### config.mk
export PLATFORM = sky130hd
export DESIGN_NAME = fcs_write_sequencer
export DESIGN_NICKNAME = d
export VERILOG_FILES = /design/src/shared/fcs_pkg.sv /design/src/shared/fcs_cmd_if.sv /design/src/rtl/fcs_cmd_decode.sv /design/src/rtl/fcs_write_sequencer.sv
export SDC_FILE = /design/constraint.sdc
export NUM_CORES = 1
export LEC_CHECK = 0
export BUFFER_PORTS_ARGS = -buffer_cell sky130_fd_sc_hd__buf_2
export CAP_MARGIN = 25
export CORE_ASPECT_RATIO = 1.1
export CORE_UTILIZATION = 30
export CTS_CLUSTER_SIZE = 8
export DETAILED_ROUTE_END_ITERATION = 8
export GPL_ROUTABILITY_DRIVEN = 0
export GPL_TIMING_DRIVEN = 0
export RECOVER_POWER = 50
export SLEW_MARGIN = 20
export SYNTH_ARGS = -nofsm -noshare
export SYNTH_HDL_FRONTEND = slang
export SYNTH_SLANG_ARGS = --single-unit
export TNS_END_PERCENT = 1
### constraint.sdc
create_clock -name core_clk_i -period 4.8 [get_ports core_clk_i]
set_clock_uncertainty 0.2 [all_clocks]
set_input_delay 0.96 -clock core_clk_i [delete_from_list [all_inputs] [get_ports core_clk_i]]
set_output_delay 0.96 -clock core_clk_i [all_outputs]
set_load 0.01 [all_outputs]
### src/shared/fcs_pkg.sv
//==============================================================
// Shared constants for the flash command sequencer
//==============================================================
package fcs_pkg;

    localparam int CODE_W = 8;                     // Command byte width on the bus
    localparam int PART_W = 3;                     // Partition select width

    //==========================================================
    // Command codes
    //==========================================================
    localparam logic [CODE_W-1:0] CMD_READ_ARRAY       = 8'hFF;  // Return to array read
    localparam logic [CODE_W-1:0] CMD_PGM_SETUP        = 8'h40;  // Word program setup
    localparam logic [CODE_W-1:0] CMD_PGM_SETUP_ALT    = 8'h10;  // Alternate program setup
    localparam logic [CODE_W-1:0] CMD_ERS_SETUP        = 8'h20;  // Block erase setup
    localparam logic [CODE_W-1:0] CMD_EFP_SETUP        = 8'h30;  // Factory fast program setup
    localparam logic [CODE_W-1:0] CMD_CONFIRM          = 8'hD0;  // Erase/fast confirm, resume, unlock
    localparam logic [CODE_W-1:0] CMD_SUSPEND          = 8'hB0;  // Program/erase suspend
    localparam logic [CODE_W-1:0] CMD_READ_STATUS      = 8'h70;  // Read status
    localparam logic [CODE_W-1:0] CMD_CLEAR_STATUS     = 8'h50;  // Clear error flags
    localparam logic [CODE_W-1:0] CMD_LOCK_SETUP       = 8'h60;  // Lock / configuration setup
    localparam logic [CODE_W-1:0] CMD_LOCK_CONFIRM     = 8'h01;  // Lock block confirm
    localparam logic [CODE_W-1:0] CMD_LOCKDOWN_CONFIRM = 8'h2F;  // Lock-down block confirm
    localparam logic [CODE_W-1:0] CMD_CONFIG_CONFIRM   = 8'h03;  // Write configuration_word confirm

    localparam logic [PART_W-1:0] PART_RESET = 3'h0;            // Partition register after reset

    //==========================================================
    // Types
    //==========================================================
    // Decoded command classes
    typedef enum logic [3:0] {
        CLS_READ_ARRAY,
        CLS_PGM_SETUP,
        CLS_ERS_SETUP,
        CLS_EFP_SETUP,
        CLS_CONFIRM,
        CLS_SUSPEND,
        CLS_CLEAR_STATUS,
        CLS_LOCK_SETUP,
        CLS_LOCK_CONFIRM,
        CLS_OTHER
    } fcs_cmd_class_e;

    // Sequencer states
    typedef enum logic [3:0] {
        ST_READY,
        ST_PGM_SETUP,
        ST_PGM_BUSY,
        ST_PGM_SUSP,
        ST_ERS_SETUP,
        ST_ERS_BUSY,
        ST_ERS_SUSP,
        ST_PIES_SETUP,
        ST_PIES_BUSY,
        ST_PIES_SUSP,
        ST_EFP_SETUP,
        ST_EFP_BUSY,
        ST_LOCK_SETUP,
        ST_LOCK_SETUP_ES
    } fcs_state_e;

endpackage

### src/shared/fcs_cmd_if.sv
`timescale 1ns/10ps
`default_nettype none
//==============================================================
// Command byte and its decoded class
//==============================================================
interface fcs_cmd_if;
    import fcs_pkg::*;
    logic [CODE_W-1:0] code;                       // Raw command byte
    fcs_cmd_class_e    cls;                        // Decoded class
    modport decoder (input code, output cls);
    modport seq     (output code, input cls);
endinterface
`default_nettype wire

### src/rtl/fcs_cmd_decode.sv
`timescale 1ns/10ps
`default_nettype none
//==============================================================
// Command byte classifier
//==============================================================
module fcs_cmd_decode
    import fcs_pkg::*;
(
    fcs_cmd_if.decoder cmd                         // Code in, class out
);

    //==========================================================
    // Classification
    //==========================================================
    // Pure decode; the sequencer registers everything it keeps
    always_comb begin
        case (cmd.code)
            CMD_READ_ARRAY:        cmd.cls = CLS_READ_ARRAY;
            CMD_PGM_SETUP,
            CMD_PGM_SETUP_ALT:     cmd.cls = CLS_PGM_SETUP;
            CMD_ERS_SETUP:         cmd.cls = CLS_ERS_SETUP;
            CMD_EFP_SETUP:         cmd.cls = CLS_EFP_SETUP;
            CMD_CONFIRM:           cmd.cls = CLS_CONFIRM;
            CMD_SUSPEND:           cmd.cls = CLS_SUSPEND;
            CMD_CLEAR_STATUS:      cmd.cls = CLS_CLEAR_STATUS;
            CMD_LOCK_SETUP:        cmd.cls = CLS_LOCK_SETUP;
            CMD_LOCK_CONFIRM,
            CMD_LOCKDOWN_CONFIRM,
            CMD_CONFIG_CONFIRM:    cmd.cls = CLS_LOCK_CONFIRM;
            default:               cmd.cls = CLS_OTHER;   // Read status, ID and illegal codes
        endcase
    end

endmodule
`default_nettype wire

### src/rtl/fcs_write_sequencer.sv
`timescale 1ns/10ps
`default_nettype none
module fcs_write_sequencer
    import fcs_pkg::*;
(
    input  wire logic              core_clk_i,     // 200 MHz core clock
    input  wire logic              reset_i,        // Synchronous reset, active high
    input  wire logic              cmd_we_i,       // One-cycle bus write strobe
    input  wire logic [CODE_W-1:0] cmd_code_i,     // Command byte of the write
    input  wire logic [PART_W-1:0] cmd_part_i,     // Partition addressed by the write
    input  wire logic              op_done_i,      // Array operation complete pulse
    output var  fcs_state_e        state_o,        // Current sequencer state
    output logic                   busy_o,         // An array operation is running
    output logic                   suspended_o,    // In the program, erase or nested program suspend state
    output logic                   op_start_o,     // Pulse: start or resume array operation
    output logic [PART_W-1:0]      active_part_o,  // Partition owning the operation
    output logic                   error_o,        // Sticky command sequence error
    output logic                   lock_error_o    // Sticky lock sequence error
);

    //==========================================================
    // Declarations
    //==========================================================
    fcs_cmd_if   cmd_bus ();                       // Decoder link
    fcs_state_e  state_q;                          // Present state
    fcs_state_e  state_d;                          // Next state
    logic [PART_W-1:0] part_q;                     // Owning partition
    logic        error_q;                          // Sticky error
    logic        lock_error_q;                     // Sticky lock error
    logic        err_set;                          // Error event this cycle
    logic        lock_err_set;                     // Lock error event this cycle
    logic        start_q;                          // Registered start pulse
    logic        start_d;                          // Entering a busy state
    logic        owns_array;                       // State holds the single array slot

    assign cmd_bus.code = cmd_code_i;

    fcs_cmd_decode u_decode (
        .cmd (cmd_bus.decoder)
    );

    //==========================================================
    // Helpers
    //==========================================================
    // Any of the confirms that close a lock/configuration setup
    function automatic logic is_lock_confirm(input fcs_cmd_class_e c);
        return (c == CLS_LOCK_CONFIRM) || (c == CLS_CONFIRM);
    endfunction

    // States where an operation is running or parked
    function automatic logic is_active(input fcs_state_e s);
        return (s == ST_PGM_BUSY) || (s == ST_PGM_SUSP) || (s == ST_ERS_BUSY) || (s == ST_ERS_SUSP) ||
               (s == ST_PIES_BUSY) || (s == ST_PIES_SUSP) || (s == ST_EFP_BUSY) ||
               (s == ST_PIES_SETUP) || (s == ST_LOCK_SETUP_ES);
    endfunction

    //==========================================================
    // Next-state logic
    //==========================================================
    // Only bus writes move setup/suspend states; completion moves busy ones
    always_comb begin
        state_d      = state_q;
        err_set      = 1'b0;
        lock_err_set = 1'b0;
        start_d      = 1'b0;
        case (state_q)
            ST_READY: begin
                if (cmd_we_i) begin
                    case (cmd_bus.cls)
                        CLS_PGM_SETUP:  state_d = ST_PGM_SETUP;
                        CLS_ERS_SETUP:  state_d = ST_ERS_SETUP;
                        CLS_EFP_SETUP:  state_d = ST_EFP_SETUP;
                        CLS_LOCK_SETUP: state_d = ST_LOCK_SETUP;
                        default:        state_d = ST_READY;            // Read array and the rest
                    endcase
                end
            end
            ST_PGM_SETUP: begin
                // Data word of the program: any write launches it
                if (cmd_we_i) begin
                    state_d = ST_PGM_BUSY;
                    start_d = 1'b1;
                end
            end
            ST_PGM_BUSY: begin
                if (cmd_we_i && cmd_bus.cls == CLS_SUSPEND) begin
                    state_d = ST_PGM_SUSP;
                end else if (op_done_i) begin
                    state_d = ST_READY;
                end
            end
            ST_PGM_SUSP: begin
                // Everything but resume leaves the program parked
                if (cmd_we_i && cmd_bus.cls == CLS_CONFIRM) begin
                    state_d = ST_PGM_BUSY;
                    start_d = 1'b1;
                end
            end
            ST_ERS_SETUP: begin
                if (cmd_we_i) begin
                    if (cmd_bus.cls == CLS_CONFIRM) begin
                        state_d = ST_ERS_BUSY;
                        start_d = 1'b1;
                    end else begin
                        state_d = ST_READY;
                        err_set = 1'b1;
                    end
                end
            end
            ST_ERS_BUSY: begin
                if (cmd_we_i && cmd_bus.cls == CLS_SUSPEND) begin
                    state_d = ST_ERS_SUSP;
                end else if (op_done_i) begin
                    state_d = ST_READY;
                end
            end
            ST_ERS_SUSP: begin
                if (cmd_we_i) begin
                    case (cmd_bus.cls)
                        CLS_PGM_SETUP:  state_d = ST_PIES_SETUP;
                        CLS_LOCK_SETUP: state_d = ST_LOCK_SETUP_ES;
                        CLS_CONFIRM: begin
                            state_d = ST_ERS_BUSY;
                            start_d = 1'b1;
                        end
                        default:        state_d = ST_ERS_SUSP;
                    endcase
                end
            end
            ST_PIES_SETUP: begin
                if (cmd_we_i) begin
                    state_d = ST_PIES_BUSY;
                    start_d = 1'b1;
                end
            end
            ST_PIES_BUSY: begin
                if (cmd_we_i && cmd_bus.cls == CLS_SUSPEND) begin
                    state_d = ST_PIES_SUSP;
                end else if (op_done_i) begin
                    state_d = ST_ERS_SUSP;                              // Back to the parked erase
                end
            end
            ST_PIES_SUSP: begin
                if (cmd_we_i && cmd_bus.cls == CLS_CONFIRM) begin
                    state_d = ST_PIES_BUSY;
                    start_d = 1'b1;
                end
            end
            ST_EFP_SETUP: begin
                if (cmd_we_i) begin
                    if (cmd_bus.cls == CLS_CONFIRM) begin
                        state_d = ST_EFP_BUSY;
                        start_d = 1'b1;
                    end else begin
                        state_d = ST_READY;
                        err_set = 1'b1;
                    end
                end
            end
            ST_EFP_BUSY: begin
                // Data words stream in; only the completion pulse ends it
                if (op_done_i) begin
                    state_d = ST_READY;
                end
            end
            ST_LOCK_SETUP: begin
                if (cmd_we_i) begin
                    state_d      = ST_READY;
                    lock_err_set = !is_lock_confirm(cmd_bus.cls);
                end
            end
            ST_LOCK_SETUP_ES: begin
                if (cmd_we_i) begin
                    state_d      = ST_ERS_SUSP;
                    lock_err_set = !is_lock_confirm(cmd_bus.cls);
                end
            end
            default: begin
                state_d = ST_READY;
            end
        endcase
    end

    //==========================================================
    // State register
    //==========================================================
    always_ff @(posedge core_clk_i) begin
        if (reset_i) begin
            state_q <= ST_READY;
        end else begin
            state_q <= state_d;
        end
    end

    //==========================================================
    // Partition ownership
    //==========================================================
    // Captured on every write in the ready state; a nested program
    // reuses the erase owner, so a second partition can never start
    always_ff @(posedge core_clk_i) begin
        if (reset_i) begin
            part_q <= PART_RESET;
        end else if (cmd_we_i && state_q == ST_READY && !is_active(state_d)) begin
            part_q <= cmd_part_i;
        end
    end

    //==========================================================
    // Sticky error flags
    //==========================================================
    // A new error beats a clear in the same cycle
    always_ff @(posedge core_clk_i) begin
        if (reset_i) begin
            error_q <= 1'b0;
        end else if (err_set) begin
            error_q <= 1'b1;
        end else if (cmd_we_i && cmd_bus.cls == CLS_CLEAR_STATUS && !owns_array) begin
            error_q <= 1'b0;
        end
    end

    always_ff @(posedge core_clk_i) begin
        if (reset_i) begin
            lock_error_q <= 1'b0;
        end else if (lock_err_set) begin
            lock_error_q <= 1'b1;
        end else if (cmd_we_i && cmd_bus.cls == CLS_CLEAR_STATUS && !owns_array) begin
            lock_error_q <= 1'b0;
        end
    end

    //==========================================================
    // Start pulse
    //==========================================================
    always_ff @(posedge core_clk_i) begin
        if (reset_i) begin
            start_q <= 1'b0;
        end else begin
            start_q <= start_d;
        end
    end

    //==========================================================
    // Outputs
    //==========================================================
    assign owns_array    = is_active(state_q);
    assign state_o       = state_q;
    assign busy_o        = (state_q == ST_PGM_BUSY) || (state_q == ST_ERS_BUSY) ||
                           (state_q == ST_PIES_BUSY) || (state_q == ST_EFP_BUSY);
    assign suspended_o   = (state_q == ST_PGM_SUSP) || (state_q == ST_ERS_SUSP) || (state_q == ST_PIES_SUSP);
    assign op_start_o    = start_q;
    assign active_part_o = part_q;
    assign error_o       = error_q;
    assign lock_error_o  = lock_error_q;
endmodule
`default_nettype wire

==> impl_metrics.toml, run 1 <==
[synthesis]
async_reset_ff_frac = 0
synthCells = 145
synthesis.area_sq_um = 1032
synth_edf_count = 0
syn_nets = 160
yosysSeqAreaShare = 0.1939
synth_warnings = 0
synth.avg_cell_area_sq_um = 7.119
yosys.cell_types.count = 47
ys.flop_type = "dfxtp_1"
ys_seq_elements = 10

[worst_setup_path]
crit_fanout = 10
rr_worst_depth = 6
path_depth = 6
crit_family = "buffers and inverters"
slowest_delay_ns = 0.41
end_kind = "primary output"
path_buf_inv = 3
slowest_stage = "dfxtp_1"
critPathKind = "reg -> out"
worstPathRequired_ns = 3.64
cp_cell_sequence = "clkbuf_1 -> buf_2 -> xnor2_1 -> a21oi_1 -> o22ai_1 -> buf_2"
start_kind = "register"
cp_data_arrival_time_ns = 1.87
cp_common_cell = "buf_2"

[sta]
period_share = 0.6319
fmax_ghz = 0.3297
finalSetupTns_ns = 0
slew-limit-headroom = 0.3972
maxSlewViolCount = 0
rsz0062_at_grt = "false"
hold_violations = 0
worst_pin_slew_ns = 0.8960
period_minus_slack_ns = 3.033
hold_slack_ns = 0.2983
setup_viol = 0
fin_ws_ns = 1.767

[pwr]
p_leak_nw = 0.4488
p_seq_frac = 0.267
internal-power_uw = 222.5
swShare = 0.4385
p_clk_frac = 0.207
pwr-share-comb = 0.525
peakVddDrop_mv = 0.1008
p_sw_uw = 173.8
powerDensity_nw_per_um2 = 325.9

[floorplan]
die_h_microns = 63.52
die_area_sq_um = 3680
start_util = 0.3274
rows = 21
core_area_sq_um = 3153
num_io_pins = 27
dieWidth_microns = 57.93

[route]
dr.pass1.iters = 8
drc = 2
viasPerCell = 6.063
initialDrtViolationCount = 63
wl_per_cell_microns = 14.82
wl_microns = 3053
via_count = 1249
drtAntennaViolNets = 0

[grt]
grt_pass1_vias = 1121
grt_usage = 0.1798
grt-ovfl-total = 0
antenna_found_initial = 0
grt_first_pass_wirelength_microns = 5147
grt_start_max_net_pins = 11

[clocking]
clock-root-buffer = "clkbuf_4"
ctsHoldBuffers = 0
clock_latency_ns = 0.29
cts.clk_slew.worst_paths_ns = 0.08
clockBufferDepth = 2
post_cts_buffers = 0
cts_tree = "yes"
cts_made_buffers = 3
numClockSinks = 10
cts-resized-gates = 0
htree_num_levels = 1

[finish]
final_nets = 188
multiInputGateArea_sq_um = 769.5
diodes = 0
seq_area_sq_um = 200.2
fill_cells = 343
syn2layout_area_growth_pct = 17.82
drive_gt1_frac = 0.1570

[place]
pre_cts_ws_ns = 1.624
dp_hpwl_microns = 2367
port_buffers = 23

[status]
violations = "DRC"
status = "finished, violations left"

[worst_hold_path]
min_path_type = "reg -> reg"
hold_path_depth = 2

[job]
cap_violations = 0
[cells in the final DEF, fill, tap and decap left out, types with 2 or more instances in the layout]
| cell type | n |
|---|---|
| a21oi_1 | 4 |
| nand2_1 | 6 |
| nor3b_1 | 3 |
| a41oi_1 | 2 |
| or3_1 | 2 |
| nand2b_1 | 8 |
| mux2i_1 | 4 |
| buf_1 | 2 |
| a211oi_1 | 3 |
| nand3_1 | 2 |
| nor4b_1 | 2 |
| nor2b_1 | 4 |
| o22ai_1 | 3 |
| o21ai_0 | 7 |
| a21boi_0 | 2 |
| clkbuf_4 | 3 |
| nor4_1 | 6 |
| or4_1 | 2 |
| nor3_1 | 5 |
| xnor2_1 | 3 |
| nor2_1 | 18 |
| nand3b_1 | 3 |
| a32oi_1 | 4 |
| buf_2 | 17 |
| dfxtp_1 | 10 |
| clkbuf_1 | 19 |
| a31oi_1 | 6 |
[sequential cells by signal, indices dropped and copies added (netlist names)]
name and count:
op_start_o 1, error_o 1, lock_error_o 1, state_o 4, active_part_o 3
[worst reg2reg max path: cells and delay by family, from the launching register on]
kind                   cells  cell delay (ns)
buffers and inverters      2             0.78
AOI/OAI and AO/OA          4             0.62
DFF                        1             0.36
[cell type report]
class | count | share of cell area
repair buffers | 23 | 0.08642
multi-input cells | 119 | 0.6327
flip-flops and latches | 10 | 0.1646
inverters | 1 | 0.003086
clock buffers | 4 | 0.02984
plain buffers | 15 | 0.04835
well taps | 34 | 0.03498
[cell families after synthesis]
kind of cell / Yosys count / share of synthesized area
AO/OA/AOI/OAI: 43 / 0.2982
XOR/XNOR: 4 / 0.03395
buffers and inverters: 16 / 0.06061
flip-flops: 10 / 0.1939
multiplexers: 4 / 0.03879
AND/OR/NAND/NOR: 68 / 0.3745
[worst paths after layout]
kind	from	endpoint	slack, ns
setup / recovery	state_o[0]	busy_o	1.77
hold / removal	error_o	error_o	0.30
setup reg to reg	state_o[2]	state_o[1]	2.68
hold reg to reg	error_o	error_o	0.30
[layer usage]
metal	track usage	part of all wire	wire length, microns
met1	0.2296	0.43	1322
met2	0.2945	0.48	1470
met3	0.01848	0.060	183
met4	0.08929	0.026	78
met5	0	0	0
[power by group through the flow]
stage,clock network (mW),logic [mW],registers (mW)
2_1_floorplan,0,0.144,0.112
3_3_place_gp,0,0.205,0.106
3_5_place_dp,0,0.207,0.108
4_1_cts,0.0824,0.207,0.106
5_1_grt,0.0890,0.230,0.108
6_report,0.0822,0.208,0.106
[Yosys cell counts, drive strengths merged (2+ instances only)]
library cell | count | area share
a211oi | 3 | 0.022
a21boi | 2 | 0.015
a21oi | 4 | 0.019
a31oi | 6 | 0.036
a32oi | 4 | 0.034
a41oi | 2 | 0.017
buf | 4 | 0.017
clkbuf | 11 | 0.040
dfxtp | 10 | 0.19
mux2i | 4 | 0.039
nand2 | 6 | 0.022
nand2b | 8 | 0.048
nand3 | 2 | 0.0097
nand3b | 3 | 0.022
nand4 | 2 | 0.018
nor2 | 18 | 0.065
nor2b | 4 | 0.024
nor3 | 5 | 0.024
nor3b | 3 | 0.022
nor4 | 6 | 0.036
nor4b | 2 | 0.017
o21ai | 8 | 0.042
o22ai | 3 | 0.018
o31ai | 2 | 0.019
or3 | 2 | 0.012
or4 | 2 | 0.015
xnor2 | 3 | 0.025
[per-stage QoR]
| step | instances | power (mW) | utilization | area (sq um) |
|---|---|---|---|---|
| after floorplan | 145 | 0.2562 | - | 1032 |
| after global placement | 202 | 0.3112 | 0.3774 | 1190 |
| after detailed placement | 202 | 0.3144 | 0.3774 | 1190 |
| after CTS | 206 | 0.3954 | 0.3889 | 1226 |
| after global routing | 206 | 0.4269 | 0.3857 | 1216 |
| final | 206 | 0.3963 | 0.3857 | 1216 |
(Power assumes the default switching activity.)
==> run 2: changes to the inputs <==
==> constraint.sdc (replaced) <==
create_clock -name core_clk_i -period 2.8 [get_ports core_clk_i]
set_clock_uncertainty 0.2 [all_clocks]
set_input_delay 0.56 -clock core_clk_i [delete_from_list [all_inputs] [get_ports core_clk_i]]
set_output_delay 0.56 -clock core_clk_i [all_outputs]
set_load 0.01 [all_outputs]
==> run 2 against run 1 <==
  * The flow still finishes with violations (DRC)
  * Global-route usage unchanged
  * Die area unchanged
  * Critical path depth unchanged
  * Sequential cell count unchanged
  * Clock-buffer cell count unchanged
  * Sequential share of layout area about the same
  * Largest cell class unchanged
==> impl_metrics.toml, run 2 (same netlist as run 1, synthesis figures left out) <==
[status]
status = "finished, violations left"
violations = "DRC"

[sta]
slew-limit-headroom = 0.3972
setup_viol = 0
hold_slack_ns = 0.2983
rsz0062_at_grt = "false"
period_share = 0.9417
maxSlewViolCount = 0
worst_pin_slew_ns = 0.8960
fmax_ghz = 0.3792
period_minus_slack_ns = 2.637
finalSetupTns_ns = 0
hold_violations = 0

[route]
wl_microns = 3058
wl_met2_microns = 1469
viasPerCell = 6.063
wl_met1_microns = 1325
dr.pass1.iters = 8
highest_layer = "met4"
via_count = 1249
wl_per_cell_microns = 14.84
initialDrtViolationCount = 65
dr_wl_met3_microns = 185
drtAntennaViolNets = 0
drc = 2

[finish]
stdcell_count = 206
fill_cells = 345
final_common_cell = "clkbuf_1"
largest_reg_flops = 4
seq_area_sq_um = 200.2
syn2layout_area_growth_pct = 17.58
layout_common_cells = "21 x clkbuf_1, 18 x nor2_1, 15 x buf_2"
drive_gt1_frac = 0.1453
multiInputGateArea_sq_um = 769.5
diodes = 0
final_nets = 188

[clocking]
cts-resized-gates = 0
cts_tree = "yes"
clockBufferDepth = 2
cts.clk_slew.worst_paths_ns = 0.08
ctsHoldBuffers = 0
htree_num_levels = 1
clock-root-buffer = "clkbuf_4"
cts_made_buffers = 3
post_cts_buffers = 0
clock_latency_ns = 0.29
numClockSinks = 10

[worst_setup_path]
crit_family = "buffers and inverters"
path_buf_inv = 3
slowest_delay_ns = 0.42
crit_fanout = 10
end_kind = "primary output"
critPathKind = "reg -> out"
cp_cell_sequence = "clkbuf_1 -> buf_2 -> xnor2_1 -> a21oi_1 -> o22ai_1 -> buf_2"
cp_data_arrival_time_ns = 1.88
start_kind = "register"
cp_common_cell = "buf_2"
slowest_stage = "dfxtp_1"
worstPathRequired_ns = 2.04

[floorplan]
die_area_sq_um = 3680
start_util = 0.3274
die_h_microns = 63.52
rows = 21
num_io_pins = 27
dieWidth_microns = 57.93
core_area_sq_um = 3153

[place]
dp.cells = 202
dp_hpwl_microns = 2367
port_buffers = 23

[pwr]
total_power_uw = 678.0
peakVddDrop_mv = 0.1729
p_leak_nw = 0.4409
powerDensity_nw_per_um2 = 558.7

[grt]
grt_pass1_vias = 1121
grt_start_max_net_pins = 11
grt_usage = 0.1798
grt-ovfl-total = 0
grt_first_pass_wirelength_microns = 5147
antenna_found_initial = 0

[worst_hold_path]
min_path_type = "reg -> reg"

[job]
cap_violations = 0
==> run 2: cell count changes in the layout (fill, tap and decap cells not counted), sizes merged <==
cell and change:
buf -2, clkbuf +2
==> run 2: layer usage <==
| layer | vias up | GRT usage |
|---|---|---|
| met1 | 582 | 0.2296 |
| met3 | 6 | 0.01848 |
| met4 | 0 | 0.08929 |
| met2 | 53 | 0.2945 |
| li1 | 608 | - |
| met5 | - | 0 |
==> run 2: tightest hold or removal path, cell delays in order (launching register included) <==
cell and delay (ns):
dfxtp_1 0.34, a32oi_1 0.06, nor2_1 0.07
==> run 2: path summary, 6_finish.rpt <==
check / cells after the start / endpoint / slack, ns / start
max: 6 / busy_o / 0.16 / state_o[0]
min: 2 / error_o / 0.30 / error_o
max reg2reg: 6 / state_o[1] / 0.68 / state_o[2]
min reg2reg: 2 / error_o / 0.30 / error_o
==> run 2: final cells by class <==
| type | count | area share |
|---|---|---|
| flip-flops and latches | 10 | 0.1649 |
| inverters | 1 | 0.003093 |
| clock buffers | 4 | 0.02990 |
| repair buffers | 23 | 0.08454 |
| well taps | 34 | 0.03505 |
| plain buffers | 15 | 0.04845 |
| multi-input cells | 119 | 0.6340 |
==> run 2: power by group <==
group | switching (mW) | internal, mW | total [mW] | leakage (nW)
logic | 0.219 | 0.136 | 0.355 | 0.338
clock network | 0.0617 | 0.0792 | 0.141 | 0.0210
registers | 0.0175 | 0.164 | 0.182 | 0.0816
total | 0.298 | 0.380 | 0.678 | 0.441
==> run 2: through the flow <==
stage,util,instance area [sq um],setup slack (ns)
floorplan,-,1032,0.4599
global placement,0.3774,1190,0.02273
detailed placement,0.3774,1190,0.02397
CTS,0.3889,1226,0.2008
global route,0.3849,1214,0.02556
finish,0.3849,1214,0.1632
